$ cat src/include/calib_pkg.sv
// package with command, mode register and timing constants of the calibration block
package calib_pkg;

    // ************************************************************
    // command encoding (cs_n, ras_n, cas_n, we_n)
    // ************************************************************
    localparam logic [3:0] CMD_MODE_SET = 4'h0;
    localparam logic [3:0] CMD_READ     = 4'h5;
    localparam logic [3:0] CMD_WRITE    = 4'h4;
    localparam logic [3:0] CMD_NOP      = 4'h7;

    // ************************************************************
    // mode register selection and field positions
    // ************************************************************
    localparam logic [2:0] MODE_REG_ZERO  = 3'h0;
    localparam logic [2:0] MODE_REG_ONE   = 3'h1;
    localparam logic [2:0] MODE_REG_THREE = 3'h3;
    localparam int         WL_ENABLE_BIT  = 7;
    localparam int         PATTERN_EN_BIT = 2;
    localparam int         LOC_LSB        = 0;
    localparam int         ORDER_BIT      = 2;
    localparam int         CHOP_SEL_BIT   = 12;
    localparam int         BL_LSB         = 0;
    localparam logic [1:0] BL_FIXED8      = 2'h0;
    localparam logic [1:0] BL_ON_FLY      = 2'h1;
    localparam logic [1:0] BL_FIXED4      = 2'h2;
    localparam int         AUTOCLOSE_BIT  = 10;

    // ************************************************************
    // pattern contents and reset values
    // ************************************************************
    localparam logic [1:0] LOC_CALIB       = 2'h0;
    localparam logic [7:0] CALIB_PATTERN   = 8'hAA;
    localparam logic [7:0] RESERVED_PATTERN = 8'h00;
    localparam logic [4:0] READ_LAT_RESET  = 5'h06;

    // ************************************************************
    // timing: tMOD / tMRD in clock cycles of the memory clock
    // ************************************************************
    localparam int TMRD_CYC = 4;
    localparam int TMOD_CYC = 12;
    localparam int BURST8_BEATS = 8;
    localparam int BURST4_BEATS = 4;
    localparam int LAT_DEPTH = 32;

    typedef struct packed {
        logic [3:0]  cmd;
        logic [2:0]  bank;
        logic [13:0] addr;
    } command_type;

    typedef struct packed {
        logic [7:0] pattern;
        logic       chop;
        logic       upper;
    } burst_req_type;

endpackage : calib_pkg

$ cat src/logic/calib_modes.sv
// calibration-mode logic: write leveling feedback/exit and pattern readout
//
// Our own choices: the plain strobed port and the placing of the registers.
`timescale 1ns/100ps
`default_nettype none

module calib_modes
(
    input  wire logic                   CLK_SYS_IN,
    input  wire logic                   RST_N_IN,
    input  wire calib_pkg::command_type CMD_IN,
    input  wire logic [4:0]             READ_LAT_IN,
    input  wire logic                   STROBE_RISE_IN,
    input  wire logic                   CK_SAMPLE_IN,
    input  wire logic                   ALL_BIT_FEEDBACK_IN,
    output logic      [7:0]             DQ_OUT,
    output logic      [7:0]             DQ_OE_OUT,
    output logic                        LEVELING_OUT,
    output logic                        PATTERN_MODE_OUT,
    output logic                        CMD_READY_OUT,
    output logic                        MODE_SET_READY_OUT,
    output logic                        ARRAY_READ_OUT,
    output logic                        PRECHARGE_OUT
);

    // ************************************************************
    // mode register decode
    // ************************************************************
    logic        is_mode_set;
    logic        is_read;
    logic        leveling_r;
    logic        pattern_en_r;
    logic [1:0]  location_r;
    logic [1:0]  burst_mode_r;
    logic [7:0]  fb_r;

    assign is_mode_set = (CMD_IN.cmd == calib_pkg::CMD_MODE_SET);
    assign is_read     = (CMD_IN.cmd == calib_pkg::CMD_READ);

    always_ff @(posedge CLK_SYS_IN or negedge RST_N_IN)
    begin
        // async reset clears pattern mode too, even while enabled
        if (!RST_N_IN)
        begin
            leveling_r   <= 1'b0;
            pattern_en_r <= 1'b0;
            location_r   <= calib_pkg::LOC_CALIB;
            burst_mode_r <= calib_pkg::BL_FIXED8;
        end
        else if (is_mode_set)
        begin
            unique case (CMD_IN.bank)
                calib_pkg::MODE_REG_ZERO:
                    burst_mode_r <= CMD_IN.addr[calib_pkg::BL_LSB +: 2];
                calib_pkg::MODE_REG_ONE:
                    leveling_r <= CMD_IN.addr[calib_pkg::WL_ENABLE_BIT];
                calib_pkg::MODE_REG_THREE:
                begin
                    pattern_en_r <= CMD_IN.addr[calib_pkg::PATTERN_EN_BIT];
                    location_r   <= CMD_IN.addr[calib_pkg::LOC_LSB +: 2];
                end
                default:
                    ;
            endcase
        end
    end

    // ************************************************************
    // command spacing after a mode-set
    // ************************************************************
    logic [3:0] mod_cnt_r;
    logic [3:0] mrd_cnt_r;

    always_ff @(posedge CLK_SYS_IN or negedge RST_N_IN)
    begin
        if (!RST_N_IN)
        begin
            mod_cnt_r <= 4'h0;
            mrd_cnt_r <= 4'h0;
        end
        else if (is_mode_set)
        begin
            mod_cnt_r <= 4'(calib_pkg::TMOD_CYC - 1);
            mrd_cnt_r <= 4'(calib_pkg::TMRD_CYC - 1);
        end
        else
        begin
            if (mod_cnt_r != 4'h0)
                mod_cnt_r <= mod_cnt_r - 4'h1;
            if (mrd_cnt_r != 4'h0)
                mrd_cnt_r <= mrd_cnt_r - 4'h1;
        end
    end

    always_ff @(posedge CLK_SYS_IN or negedge RST_N_IN)
    begin
        if (!RST_N_IN)
        begin
            CMD_READY_OUT      <= 1'b1;
            MODE_SET_READY_OUT <= 1'b1;
        end
        else
        begin
            CMD_READY_OUT      <= !is_mode_set && (mod_cnt_r <= 4'h1);
            MODE_SET_READY_OUT <= !is_mode_set && (mrd_cnt_r <= 4'h1);
        end
    end

    // ************************************************************
    // read latency pipeline for pattern bursts
    // ************************************************************
    // burst request is shifted by the same read latency as array reads
    calib_pkg::burst_req_type                       req_now;
    logic [calib_pkg::LAT_DEPTH-1:0]                lat_valid_r;
    calib_pkg::burst_req_type [calib_pkg::LAT_DEPTH-1:0] lat_req_r;
    logic                                           chop;
    logic                                           pattern_read;

    always_comb
    begin
        unique case (burst_mode_r)
            calib_pkg::BL_ON_FLY: chop = !CMD_IN.addr[calib_pkg::CHOP_SEL_BIT];
            calib_pkg::BL_FIXED4: chop = 1'b1;
            default:              chop = 1'b0;
        endcase
    end

    assign pattern_read = is_read && pattern_en_r;

    always_comb
    begin
        req_now.pattern = (location_r == calib_pkg::LOC_CALIB) ?
                          calib_pkg::CALIB_PATTERN : calib_pkg::RESERVED_PATTERN;
        req_now.chop    = chop;
        // eight-beat bursts always start at beat 0; ignore A2 there
        req_now.upper   = chop && CMD_IN.addr[calib_pkg::ORDER_BIT];
    end

    always_ff @(posedge CLK_SYS_IN or negedge RST_N_IN)
    begin
        if (!RST_N_IN)
        begin
            lat_valid_r <= '0;
            lat_req_r   <= '0;
        end
        else
        begin
            lat_valid_r <= {lat_valid_r[calib_pkg::LAT_DEPTH-2:0], pattern_read};
            lat_req_r   <= {lat_req_r[calib_pkg::LAT_DEPTH-2:0], req_now};
        end
    end

    // ************************************************************
    // burst engine on the data bits
    // ************************************************************
    logic [4:0] lat_sel;
    logic       burst_start;
    calib_pkg::burst_req_type start_req;
    calib_pkg::burst_req_type cur_r;
    logic [3:0] beat_r;
    logic [3:0] beats_left_r;

    // latency of at least two cycles; tap 0 is one cycle after the command
    assign lat_sel     = (READ_LAT_IN < 5'h02) ? 5'h00 : READ_LAT_IN - 5'h02;
    assign burst_start = lat_valid_r[lat_sel];
    assign start_req   = lat_req_r[lat_sel];

    always_ff @(posedge CLK_SYS_IN or negedge RST_N_IN)
    begin
        if (!RST_N_IN)
        begin
            cur_r        <= '0;
            beat_r       <= 4'h0;
            beats_left_r <= 4'h0;
        end
        else if (burst_start)
        begin
            // a new burst takes over; back-to-back reads run seamless
            cur_r        <= start_req;
            beat_r       <= start_req.upper ? 4'h4 : 4'h0;
            beats_left_r <= start_req.chop ? 4'(calib_pkg::BURST4_BEATS) :
                                             4'(calib_pkg::BURST8_BEATS);
        end
        else if (beats_left_r != 4'h0)
        begin
            beat_r       <= beat_r + 4'h1;
            beats_left_r <= beats_left_r - 4'h1;
        end
    end

    // ************************************************************
    // leveling feedback capture
    // ************************************************************
    always_ff @(posedge CLK_SYS_IN or negedge RST_N_IN)
    begin
        if (!RST_N_IN)
            fb_r <= 8'h00;
        else if (!leveling_r)
            fb_r <= 8'h00;
        else if (STROBE_RISE_IN)
            fb_r <= ALL_BIT_FEEDBACK_IN ? {8{CK_SAMPLE_IN}} : {7'h00, CK_SAMPLE_IN};
    end

    // ************************************************************
    // data pin outputs
    // ************************************************************
    logic pattern_bit;

    assign pattern_bit = cur_r.pattern[beat_r[2:0]];

    always_ff @(posedge CLK_SYS_IN or negedge RST_N_IN)
    begin
        if (!RST_N_IN)
        begin
            DQ_OUT    <= 8'h00;
            DQ_OE_OUT <= 8'h00;
        end
        else if (beats_left_r != 4'h0)
        begin
            DQ_OUT    <= {8{pattern_bit}};
            DQ_OE_OUT <= 8'hFF;
        end
        else if (leveling_r)
        begin
            // unused bits stay low during leveling unless ALL_BIT_FEEDBACK_IN copies the sample onto all eight bits
            DQ_OUT    <= fb_r;
            DQ_OE_OUT <= 8'hFF;
        end
        else
        begin
            DQ_OUT    <= 8'h00;
            DQ_OE_OUT <= 8'h00;
        end
    end

    // ************************************************************
    // status and array steering
    // ************************************************************
    always_ff @(posedge CLK_SYS_IN or negedge RST_N_IN)
    begin
        if (!RST_N_IN)
        begin
            LEVELING_OUT     <= 1'b0;
            PATTERN_MODE_OUT <= 1'b0;
            ARRAY_READ_OUT   <= 1'b0;
            PRECHARGE_OUT    <= 1'b0;
        end
        else
        begin
            LEVELING_OUT     <= leveling_r;
            PATTERN_MODE_OUT <= pattern_en_r;
            ARRAY_READ_OUT   <= is_read && !pattern_en_r;
            // autoclose suppressed while pattern readout is on
            PRECHARGE_OUT    <= is_read && !pattern_en_r &&
                                CMD_IN.addr[calib_pkg::AUTOCLOSE_BIT];
        end
    end

endmodule : calib_modes

`default_nettype wire

$ cat config.mk
export PLATFORM = sky130hd
export DESIGN_NAME = calib_modes
export DESIGN_NICKNAME = d
export VERILOG_FILES = /design/src/include/calib_pkg.sv /design/src/logic/calib_modes.sv
export SDC_FILE = /design/constraint.sdc
export NUM_CORES = 1
export LEC_CHECK = 0
export BUFFER_PORTS_ARGS = -buffer_cell sky130_fd_sc_hd__buf_4
export CORE_ASPECT_RATIO = 0.8
export CORE_MARGIN = 1
export CORE_UTILIZATION = 55
export CTS_BUF_LIST = sky130_fd_sc_hd__clkbuf_8
export DETAILED_ROUTE_END_ITERATION = 8
export GPL_ROUTABILITY_DRIVEN = 1
export HOLD_SLACK_MARGIN = 0.15
export PLACE_DENSITY = 0.84
export RECOVER_POWER = 100
export SLEW_MARGIN = 20
export SYNTH_ARGS = -nofsm -noshare
export SYNTH_HDL_FRONTEND = slang
export SYNTH_SLANG_ARGS = --single-unit
$ cat constraint.sdc
create_clock -name CLK_SYS_IN -period 3.68 [get_ports CLK_SYS_IN]
set_input_delay 0.184 -clock CLK_SYS_IN [delete_from_list [all_inputs] [get_ports CLK_SYS_IN]]
set_output_delay 0.184 -clock CLK_SYS_IN [all_outputs]
set_load 0.03 [all_outputs]
# == After elaboration in Yosys (flattened, before gate mapping) ==
# Index checks and enable logic that the tools add are counted.
# Widths: inputs -> output; s select.
# classes
eq_ne,6
muxes,26
n_lt_le_gt_ge,5
n_reduce_logical,21
bitwise,0
mul,0
shifts,0
addsub,5
div,0
# ops
cell,count
$mux 8,8
$bmux 10 s5,1
$mux 4,9
$reduce_bool 4->1,3
$sub 4x1->4 const B,3
$mux 10,1
$le 4x1->1 const B,2
$logic_and 1x1->1,6
$lt 5x6->1 const B,1
$reduce_and 2->1,3
$reduce_bool 2->1,3
$bmux 1 s5,1
$lt 5x2->1 const B,1
$mux 5,1
$sub 5x2->5 const B,1
$add 4x1->4 const B,1
$eq 4x3->1 const B,1
$logic_not 4->1,1
$lt 3x4->1 const B,1
$bmux 1 s3,1
$eq 3x1->1 const B,1
$eq 3x2->1 const B,1
$logic_not 1->1,3
$logic_not 3->1,1
7 further kinds,8
# totals
latchBits,0
in_bits,31
reg_bits,412
word_cells,178
ram_bits,0
n_memories,0
romBits,0

# == Longest topological paths before layout ==
# Gate-level depths: netlist of run 1.
# logic_depth
word_depth,6
ltp_mapped,11
mapped_depth_nobuf,8

# == Worst setup path after synthesis of run 1 ==
# Ideal clock, no wire load.
# synth_path
path_type,in2reg
start,in READ_LAT_IN[1]
end,reg beats_left_r[2]
t_arrival_ps,2097
stages,10
path_slack_ps,1455
path_buffers,2
required_time_ps,3552
path_cell_list,inv_1 ha_1 buf_4 or3b_1 buf_6 a311o_1 a21oi_1 o32a_2 o221ai_4 mux2_1
# synth_between
elab_chain_cells,6
word_cells_on_any_way,10
classes_between,1 x add/sub; 1 x order compare; 7 x mux; 1 x reduce/logical
# synth_lines
element,line_no,rtl
"start, declared",calib_modes.sv:12,"input wire logic [4:0] READ_LAT_IN,"
$sub 5x2->5 or $lt 5x2->1 (tied branches),calib_modes.sv:164,assign lat_sel = (READ_LAT_IN < 5'h02) ? 5'h00 : READ_LAT_IN - 5'h02;
$mux 5 (*),calib_modes.sv:164,
$bmux 10 s5,calib_modes.sv:166,assign start_req = lat_req_r[lat_sel];
$mux 10 (not written as such),calib_modes.sv:166,
$mux 4,calib_modes.sv:181,beats_left_r <= start_req.chop ? 4'(calib_pkg::BURST4_BEATS) :
$mux 4,calib_modes.sv:176,else if (burst_start)
"end signal, assigned",calib_modes.sv:181,
"end signal, assigned",calib_modes.sv:187,beats_left_r <= beats_left_r - 4'h1;
"end, declared",calib_modes.sv:161,logic [3:0] beats_left_r;
# Mark *: on every way between the ends. The rest lies on a longest branch, timed or not. The select of a mux whose other input is x is not followed.
# A chain may end at the register's enable or synchronous reset.

# == Worst setup path in the final report of run 1 ==
# Ends and elaborated chain as after synthesis.

==> flow_metrics.tcl, run 1 <==
set metrics [dict create \
    synth_area_um2 5190 \
    regToRegStartpoint "lat_valid_r[27]" \
    crit_start "READ_LAT_IN[1]" \
    ys_ff_latch 127 \
    reg2reg_slack_ns 1.51 \
    synth_cells 395 \
    clock.fmax_mhz 332.7 \
    criticalPathCategory "in -> reg" \
    fin_hold_ws_ns 0.1962 \
    ctsResizeCount 0 \
    period_needed_ns 3.005 \
    netlist-cell-type-count 58 \
    endpoint_kind "flop" \
    slew_violations 0 \
    peakVddDrop_mv 0.4812 \
    pre_cts_ws_ns 0.5965 \
    hold_viol 0 \
    status "complete, no violations" \
    grt_overflow 0 \
    cts_buffer_depth 2 \
    vias 3289 \
    die-width_um 110.6 \
    areaGrowthSynthToFinish_pct 15.02 \
    worst_pin_slew_ns 1.360 \
    grt_pass1_wl_um 17060 \
    synth_top_area_share 0.6027 \
    die_y_um 88.89 \
    place_area_um2 5456 \
    cts_setup_buffers 0 \
    drcViolationCount 0 \
    fin_skew_ns 0.008682 \
    dp_hpwl_um 6449 \
    rows 31 \
    initial_core_util 0.5694 \
    crit_required_ns 4.00 \
    grt_antenna_before_repair 0 \
    clkTransAtPathRegs_ns 0.07 \
    wire_per_inst_um 17.96 \
    max_slew_margin 0.09364 \
    synth_nets 437 \
    core_area_um2 9115 \
    io_pins 53 \
    clk_latency_ns 0.43 \
    start_kind "input pin" \
    worstSetupEndpoint "beats_left_r[2]" \
    first_pass_iters 4 \
    antenna_cells 0 \
    cellLeakagePower_uw 0.002722 \
    cts_tree "yes" \
    synth_seq_area_share 0.6128 \
    cts_hold_buffers 21 \
    wl_um 10340 \
    portBuffers 44 \
    period_share 0.8167 \
    detail-route-antenna-nets 0 \
    synthTopCellsByArea "dfrtp_1 60%, mux4_2 4.8%, ha_1 2.7%" \
    finalInstanceArea_um2 5969 \
    ctsRootBufferMaster "clkbuf_8" \
    cts.sinks 127 \
    rsz0062_at_grt "no" \
    setup_violations 0 \
    synth_ff_type "dfrtp_1" \
    synthArstFlopShare 1.000 \
    rr_endpoint "beats_left_r[2]" \
    setup_ws_ns 0.6746 \
    grt_util_all_layers 0.2318 \
    syn_avg_cell_area_um2 13.14 \
    h-tree-depth 4 \
    place.gp.congestion 0.8121 \
    grt_pass1_vias 3392 \
    synth_edf_count 0 \
    grt_start_max_net_pins 59 \
    final.setup.tns_ns 0 \
    hold_class "in -> reg" \
    crit_fanout 40 \
    r2r_cells 6 \
    powerDensity_nw_per_um2 650.8 \
    yosysTopAreaCell "dfrtp_1" \
    viasPerCell 5.710 \
    yosysWarnings 0 \
    drive_gt1_frac 0.1866 \
    cp_data_arrival_time_ns 3.32 \
    drv_cap 0 \
    first_iter_violations 240 \
    numCtsBuffers 17 \
    nNetsFinal 490 \
    dieArea_um2 9831 \
]
cells in the mapped netlist, types with 10 or more instances:
library cell / count
dfrtp_1: 125
nor2_1: 21
nand2_1: 20
nand2b_1: 19
buf_4: 17
o21ai_0: 16
inv_1: 14
ha_1: 11
mux2_2: 11
mux4_2: 11
a21oi_1: 10
buf_2: 10
worst min path at each step:
stage	start	to	slack, ns	cells after the start
after floorplan	RST_N_IN	ARRAY_READ_OUT	-0.11	0
after global placement	RST_N_IN	lat_valid_r[31]	0.26	1
after detailed placement	RST_N_IN	lat_valid_r[30]	0.28	1
after CTS	CMD_IN[20]	mod_cnt_r[1]	0.16	4
after global routing	CMD_IN[20]	mod_cnt_r[3]	0.18	3
final	CMD_IN[20]	mod_cnt_r[1]	0.20	4
metrics by stage:
step | std cells | util | total power, uW
2_1_floorplan | 395 | - | 2482
3_3_place_gp | 523 | 0.5986 | 2650
3_5_place_dp | 523 | 0.5986 | 2718
4_1_cts | 576 | 0.6677 | 3977
5_1_grt | 576 | 0.6549 | 4092
6_report | 576 | 0.6549 | 3885
layer usage:
layer / GRT usage / part of all wire / vias to the layer above
li1: - / - / 1491
met1: 0.2982 / 0.43 / 1672
met2: 0.3789 / 0.50 / 105
met3: 0.07671 / 0.053 / 21
met4: 0.07636 / 0.017 / 0
met5: 0 / 0 / -
power by group:
part | switching (uW) | internal [uW]
clock | 522 | 718
combinational | 517 | 340
sequential | 162 | 1630
sequential cells by signal, indices dropped and copies added (netlist names):
signal              cells
lat_req_r              64
lat_valid_r            32
beats_left_r            4
mod_cnt_r               4
mrd_cnt_r               4
DQ_OUT                  2
burst_mode_r            2
fb_r                    2
location_r              2
ARRAY_READ_OUT          1
CMD_READY_OUT           1
DQ_OE_OUT               1
LEVELING_OUT            1
MODE_SET_READY_OUT      1
PATTERN_MODE_OUT        1
PRECHARGE_OUT           1
beat_r                  1
cur_r                   1
leveling_r              1
pattern_en_r            1
cell families after synthesis:
kind of cell,Yosys count,synth area share
DFF,127,0.6128
buffers and inverters,49,0.05593
xor gates and xnor gates,6,0.01013
adders and majority gates,11,0.02652
AOI/OAI and AO/OA,69,0.09884
and+or+nand+nor,102,0.1056
muxes,31,0.09016
worst max-delay path: stages:
cell and delay, ns:
buf_4 0.37, inv_1 0.23, ha_1 0.73, nand2b_1 0.14
o221a_2 0.32, o211ai_1 0.32, a21boi_0 0.23, o221ai_1 0.36
mux2_1 0.42
layout make-up:
class | count | area (um^2)
repair buffers | 69 | 475.5
inverters | 14 | 52.55
clock buffers | 20 | 275.3
fillers | 636 | 3146
clock inverters | 12 | 143.9
well taps | 115 | 143.9
flip-flops and latches | 127 | 3181
multi-input cells | 219 | 1698
placed cells by master (no fill, tap or decap), types with 3 or more instances in the layout:
master and n:
a211oi_1 7, a21boi_0 3, a21oi_1 10, a221oi_1 5, buf_4 21, bufinv_16 3
clkbuf_1 24, clkbuf_8 20, dfrtp_1 125, dlygate4sd3_1 21, ha_1 11, inv_1 17
mux2_2 10, mux2i_1 7, mux4_2 11, nand2_1 20, nand2b_1 19, nand3_1 7
nand3b_1 3, nor2_1 21, nor2b_1 5, nor3_1 5, nor4_1 4, o211ai_1 3
o21ai_0 16, o22ai_1 5, or3_1 3, xnor2_1 6
Power figures use the tool's default switching activity.
==> run 2: changes to the inputs <==
--- a/config.mk
+++ b/config.mk
@@ -13,7 +13,7 @@
 export DETAILED_ROUTE_END_ITERATION = 8
 export GPL_ROUTABILITY_DRIVEN = 1
 export HOLD_SLACK_MARGIN = 0.15
-export PLACE_DENSITY = 0.84
+export PLACE_DENSITY = 0.87
 export RECOVER_POWER = 100
 export SLEW_MARGIN = 20
 export SYNTH_ARGS = -nofsm -noshare
==> constraint.sdc (replaced) <==
create_clock -name CLK_SYS_IN -period 2.5 [get_ports CLK_SYS_IN]
set_input_delay 0.125 -clock CLK_SYS_IN [delete_from_list [all_inputs] [get_ports CLK_SYS_IN]]
set_output_delay 0.125 -clock CLK_SYS_IN [all_outputs]
set_load 0.03 [all_outputs]
==> run 2 against run 1 <==
Cell count up 2.6%. Global-route usage up 0.66 points. Core utilization up 1.9 points. Via count up 2.2%. Clock-buffer cell count unchanged. Critical path type unchanged. Clock skew up 0.0018 ns. Critical endpoint is now burst_mode_r[1].
==> flow_metrics.tcl, run 2 (synthesized netlist as in run 1, its figures left out) <==
set metrics [dict create \
    status "complete, no violations" \
    nNetsFinal 505 \
    grt_util_all_layers 0.2384 \
    p_sw_frac 0.3076 \
    antenna_cells 0 \
    numCtsBuffers 17 \
    setup_violations 0 \
    regMostFlops "lat_req_r" \
    portBuffers 44 \
    die-width_um 110.6 \
    drive_gt1_frac 0.2038 \
    crit_required_ns 2.86 \
    viasPerCell 5.687 \
    cts.sinks 127 \
    io_pins 53 \
    areaGrowthSynthToFinish_pct 18.32 \
    crit_fanout 7 \
    first_pass_iters 4 \
    final.setup.tns_ns 0 \
    start_kind "input pin" \
    grt_overflow 0 \
    cellLeakagePower_uw 0.002796 \
    largest_register_ff_count 64 \
    ctsRootBufferMaster "clkbuf_8" \
    grt_pass1_wl_um 17600 \
    place.gp.congestion 0.8569 \
    dp_hpwl_um 6327 \
    max_slew_margin 0.3115 \
    wire_per_inst_um 18.29 \
    die_y_um 88.89 \
    place_area_um2 5544 \
    cts_tree "yes" \
    wl_um 10810 \
    mostFrequentLayoutCells "125 x dfrtp_1, 28 x buf_4, 27 x clkbuf_1" \
    peakVddDrop_mv 0.7520 \
    clk_latency_ns 0.43 \
    clkTransAtPathRegs_ns 0.07 \
    slew_violations 0 \
    reg_top3 "lat_req_r x64, lat_valid_r x32" \
    combPwrFrac 0.225 \
    clock.fmax_mhz 425.0 \
    hold_viol 0 \
    p_sw_uw 1810 \
    grt_pass1_vias 3572 \
    cp_data_arrival_time_ns 2.71 \
    worst_pin_slew_ns 1.033 \
    power.internal_uw 4075 \
    period_share 0.9412 \
    finalInstanceArea_um2 6141 \
    p_clk_frac 0.328 \
    seqPwrFrac 0.448 \
    dieArea_um2 9831 \
    dp.cells 533 \
    stdcell_count 591 \
    endpoint_kind "flop" \
    drcViolationCount 0 \
    powerDensity_nw_per_um2 958.4 \
    first_iter_violations 194 \
    cts_buffer_depth 2 \
    period_needed_ns 2.353 \
    criticalPathCategory "in -> reg" \
    core_area_um2 9115 \
    rows 31 \
    grt_start_max_net_pins 87 \
    final_common_cell "dfrtp_1" \
    rsz0062_at_grt "no" \
    vias 3361 \
    grt_antenna_before_repair 0 \
    hold_class "in -> reg" \
    fin_skew_ns 0.01049 \
    detail-route-antenna-nets 0 \
    initial_core_util 0.5694 \
    drv_cap 0 \
    h-tree-depth 4 \
]
[run 2: worst paths after layout]
check,from,endpoint,slack [ns],cells past startpoint
max,CMD_IN[19],burst_mode_r[1],0.15,9
min in group asynchronous,RST_N_IN,lat_req_r[191],0.42,2
min,CMD_IN[15],location_r[0],0.24,4
max reg2reg,lat_valid_r[0],beats_left_r[2],0.30,6
max in group asynchronous,RST_N_IN,MODE_SET_READY_OUT,1.09,3
min reg2reg,lat_req_r[81],lat_req_r[91],0.36,0
[run 2: area by class of cell]
type / count / area, um^2
Inverter: 14 / 52.55
Clock buffer: 20 / 275.3
Sequential cell: 127 / 3181
Clock inverter: 12 / 166.4
Fill cell: 612 / 2974
Timing Repair Buffer: 84 / 604.3
Multi-Input combinational cell: 219 / 1718
Tap cell: 115 / 143.9
[run 2: through the flow]
stage	utilization	hold slack (ns)	worst slack, ns	power (uW)
5_1_grt	0.6737	0.2374	0.07471	6177
4_1_cts	0.6852	0.1816	0.02243	6016
6_report	0.6737	0.2444	0.1470	5885
3_3_place_gp	0.6082	0.1311	0.1964	3917
2_1_floorplan	-	-0.1706	0.3342	3654
3_5_place_dp	0.6082	0.1399	0.1715	4010
[run 2: what timing repair did]
action / CTS / global route
hold endpoints to repair: 61 / 0
gates resized for setup: 0 / 4
buffers inserted: 0 / 0
hold buffers: 26 / 0
endpoints found under the setup margin: 0 / 2
[run 2: power by group through the flow]
stage                     Sequential (uW)  Combinational [uW]  Clock, uW
after global placement               2630                1290          0
after detailed placement             2660                1350          0
after floorplan                      2670                 987          0
after CTS                            2630                1420       1970
final                                2630                1320       1930
after global routing                 2680                1440       2060
[run 2: layer usage]
layer / routed length (um) / track usage
met5: 0 / 0
met1: 4473 / 0.2888
met4: 187 / 0.1164
met2: 5640 / 0.4037
met3: 509 / 0.06644
[run 2: critical path: stages]
cell and delay [ns]:
dlygate4sd3_1 0.54, clkbuf_1 0.14, nor2_1 0.17, nand2_2 0.14, nor4_4 0.24, nand2_1 0.12, dlygate4sd3_1 0.59, o21ai_0 0.08
dlygate4sd3_1 0.56
==> run 3: changes to the inputs <==
--- a/config.mk
+++ b/config.mk
@@ -12,9 +12,11 @@
 export CTS_BUF_LIST = sky130_fd_sc_hd__clkbuf_8
 export DETAILED_ROUTE_END_ITERATION = 8
 export GPL_ROUTABILITY_DRIVEN = 1
+export GPL_TIMING_DRIVEN = 0
 export HOLD_SLACK_MARGIN = 0.15
 export PLACE_DENSITY = 0.87
 export RECOVER_POWER = 100
+export SETUP_SLACK_MARGIN = 0.1
 export SLEW_MARGIN = 20
 export SYNTH_ARGS = -nofsm -noshare
 export SYNTH_HDL_FRONTEND = slang
==> run 3 against run 2 <==
The run now ends with max-capacitance violations, max-slew violations left. Non-clock buffer count increased by 21. Power increased by 0.97%. Global-route usage increased by 1.3 points. Routed wire length increased by 7.3%. Combinational power increased by 14%. Clock-buffer cell count decreased by 2. Critical path type unchanged. Largest cell class unchanged.
==> flow_metrics.tcl, run 3 (synthesized netlist as in run 1, its figures left out) <==
set metrics [dict create \
    status "finished with violations" \
    violations "max-capacitance violations, max-slew violations" \
    max_slew_margin -0.1338 \
    core_area_um2 9115 \
    stdcell_count 612 \
    multiInputGateArea_um2 1730 \
    combPwrFrac 0.254 \
    io_pins 53 \
    antenna_cells 0 \
    grt_start_max_net_pins 70 \
    setup_ws_ns 0.1431 \
    grt_antenna_before_repair 0 \
    hold_viol 0 \
    rows 31 \
    numCtsBuffers 17 \
    final-seq-area_um2 3181 \
    reg2reg_slack_ns 0.45 \
    seqPwrFrac 0.444 \
    areaGrowthSynthToFinish_pct 21.75 \
    fin_skew_ns 0.01182 \
    h-tree-depth 4 \
    peakVddDrop_mv 0.6318 \
    cts_tree "yes" \
    wl_um 11600 \
    p_sw_frac 0.3144 \
    portBuffers 42 \
    crit_fanout 8 \
    dp_hpwl_um 7365 \
    place_area_um2 5680 \
    start_kind "input pin" \
    finalInstanceArea_um2 6319 \
    endpoint_kind "flop" \
    die-width_um 110.6 \
    dieArea_um2 9831 \
    cts_setup_buffers 0 \
    drv_cap 1 \
    worst_pin_slew_ns 1.701 \
    clock.fmax_mhz 424.3 \
    nNetsFinal 526 \
    powerDensity_nw_per_um2 940.4 \
    first_iter_violations 290 \
    grt_pass1_wl_um 18370 \
    final_common_cell "dfrtp_1" \
    mostFrequentLayoutCells "125 x dfrtp_1, 33 x buf_4, 27 x dlygate4sd3_1" \
    reg_top3 "lat_req_r x64, lat_valid_r x32" \
    initial_core_util 0.5694 \
    criticalPathCategory "in -> reg" \
    largest_register_ff_count 64 \
    slew_violations 69 \
    pre_cts_ws_ns -0.2351 \
    grt_pass1_vias 3671 \
    viasPerCell 5.820 \
    setup_violations 0 \
    grt_overflow 0 \
    cts_buffer_depth 2 \
    rsz0062_at_grt "no" \
    power.internal_uw 4074 \
    p_sw_uw 1868 \
    wire_per_inst_um 18.96 \
    vias 3562 \
    cp_data_arrival_time_ns 2.66 \
    first_pass_iters 5 \
    fillCellCount 593 \
    crit_required_ns 2.81 \
    period_share 0.9428 \
    grt_util_all_layers 0.2515 \
    drive_gt1_frac 0.2596 \
    die_y_um 88.89 \
    ctsRootBufferMaster "clkbuf_8" \
    place.gp.congestion 0.9136 \
    cellLeakagePower_uw 0.002911 \
    cts.sinks 127 \
    hold_class "in -> reg" \
    clkTransAtPathRegs_ns 0.07 \
    dp.cells 553 \
    clk_latency_ns 0.43 \
    detail-route-antenna-nets 0 \
    p_clk_frac 0.302 \
    regMostFlops "lat_req_r" \
    period_needed_ns 2.357 \
    drcViolationCount 0 \
]
==> run 3: cell count changes in the layout (fill, tap and decap cells not counted), moves of 2 or more <==
| cell | change |
|---|---|
| clkbuf_4 | +14 |
| clkbuf_1 | -13 |
| buf_2 | +10 |
| buf_4 | +5 |
| buf_6 | +4 |
| clkbuf_8 | -2 |
==> run 3: critical path, cell delays in order <==
cell and delay, ns:
buf_4 0.11, inv_1 0.13, ha_1 0.33, clkbuf_1 0.31
nand2b_1 0.19, o21ai_0 0.25, a21oi_1 0.15, a311oi_1 0.47
o221ai_4 0.23, mux2_1 0.36
==> run 3: path summary, 6_finish.rpt <==
kind                                      endpoint      startpoint  depth (start not counted)
worst max-delay path               beats_left_r[2]  READ_LAT_IN[1]                         10
worst min-delay path            MODE_SET_READY_OUT      CMD_IN[18]                          3
worst max register to register     beats_left_r[2]  lat_valid_r[0]                          6
worst min register to register      lat_req_r[317]  lat_req_r[307]                          0
max in group asynchronous       MODE_SET_READY_OUT        RST_N_IN                          3
min in group asynchronous          lat_valid_r[22]        RST_N_IN                          2
==> run 3: final cells by class <==
class,instances,share of cell area
tap,115,0.02277
inverter,14,0.008317
buffer,35,0.03762
sequential,127,0.5034
clock inverter,14,0.02416
multi-input combinational,219,0.2739
clock buffer,18,0.03921
timing repair buffer,70,0.09069
==> run 3: power by group through the flow <==
stage	registers [uW]	clock network [uW]	logic, uW
finish	2640	1790	1510
detailed placement	2660	0	1480
global route	2680	1910	1650
global placement	2630	0	1390
CTS	2630	1800	1520
floorplan	2670	0	987
==> run 3: per-stage QoR <==
step	hold slack [ns]	util	TNS, ns	total power (uW)
2_1_floorplan	-0.1706	-	0	3654
3_3_place_gp	0.3402	0.6198	-0.4290	4026
3_5_place_dp	0.1729	0.6232	-0.5710	4136
4_1_cts	0.1973	0.6968	0	5953
5_1_grt	0.2179	0.6932	0	6230
6_report	0.2118	0.6932	0	5942
==> run 3: metal layers <==
metal / vias up / global-route usage / share of wire
met5: - / 0 / 0
met4: 0 / 0.1079 / 0.029
met3: 32 / 0.09247 / 0.080
met2: 166 / 0.4173 / 0.49
met1: 1801 / 0.3027 / 0.40
li1: 1563 / - / -
==> run 3: what timing repair did <==
item / CTS / global route
setup endpoints to repair: 0 / 4
gates resized for setup: 0 / 3
hold buffers: 27 / 0
hold endpoints to repair: 87 / 0
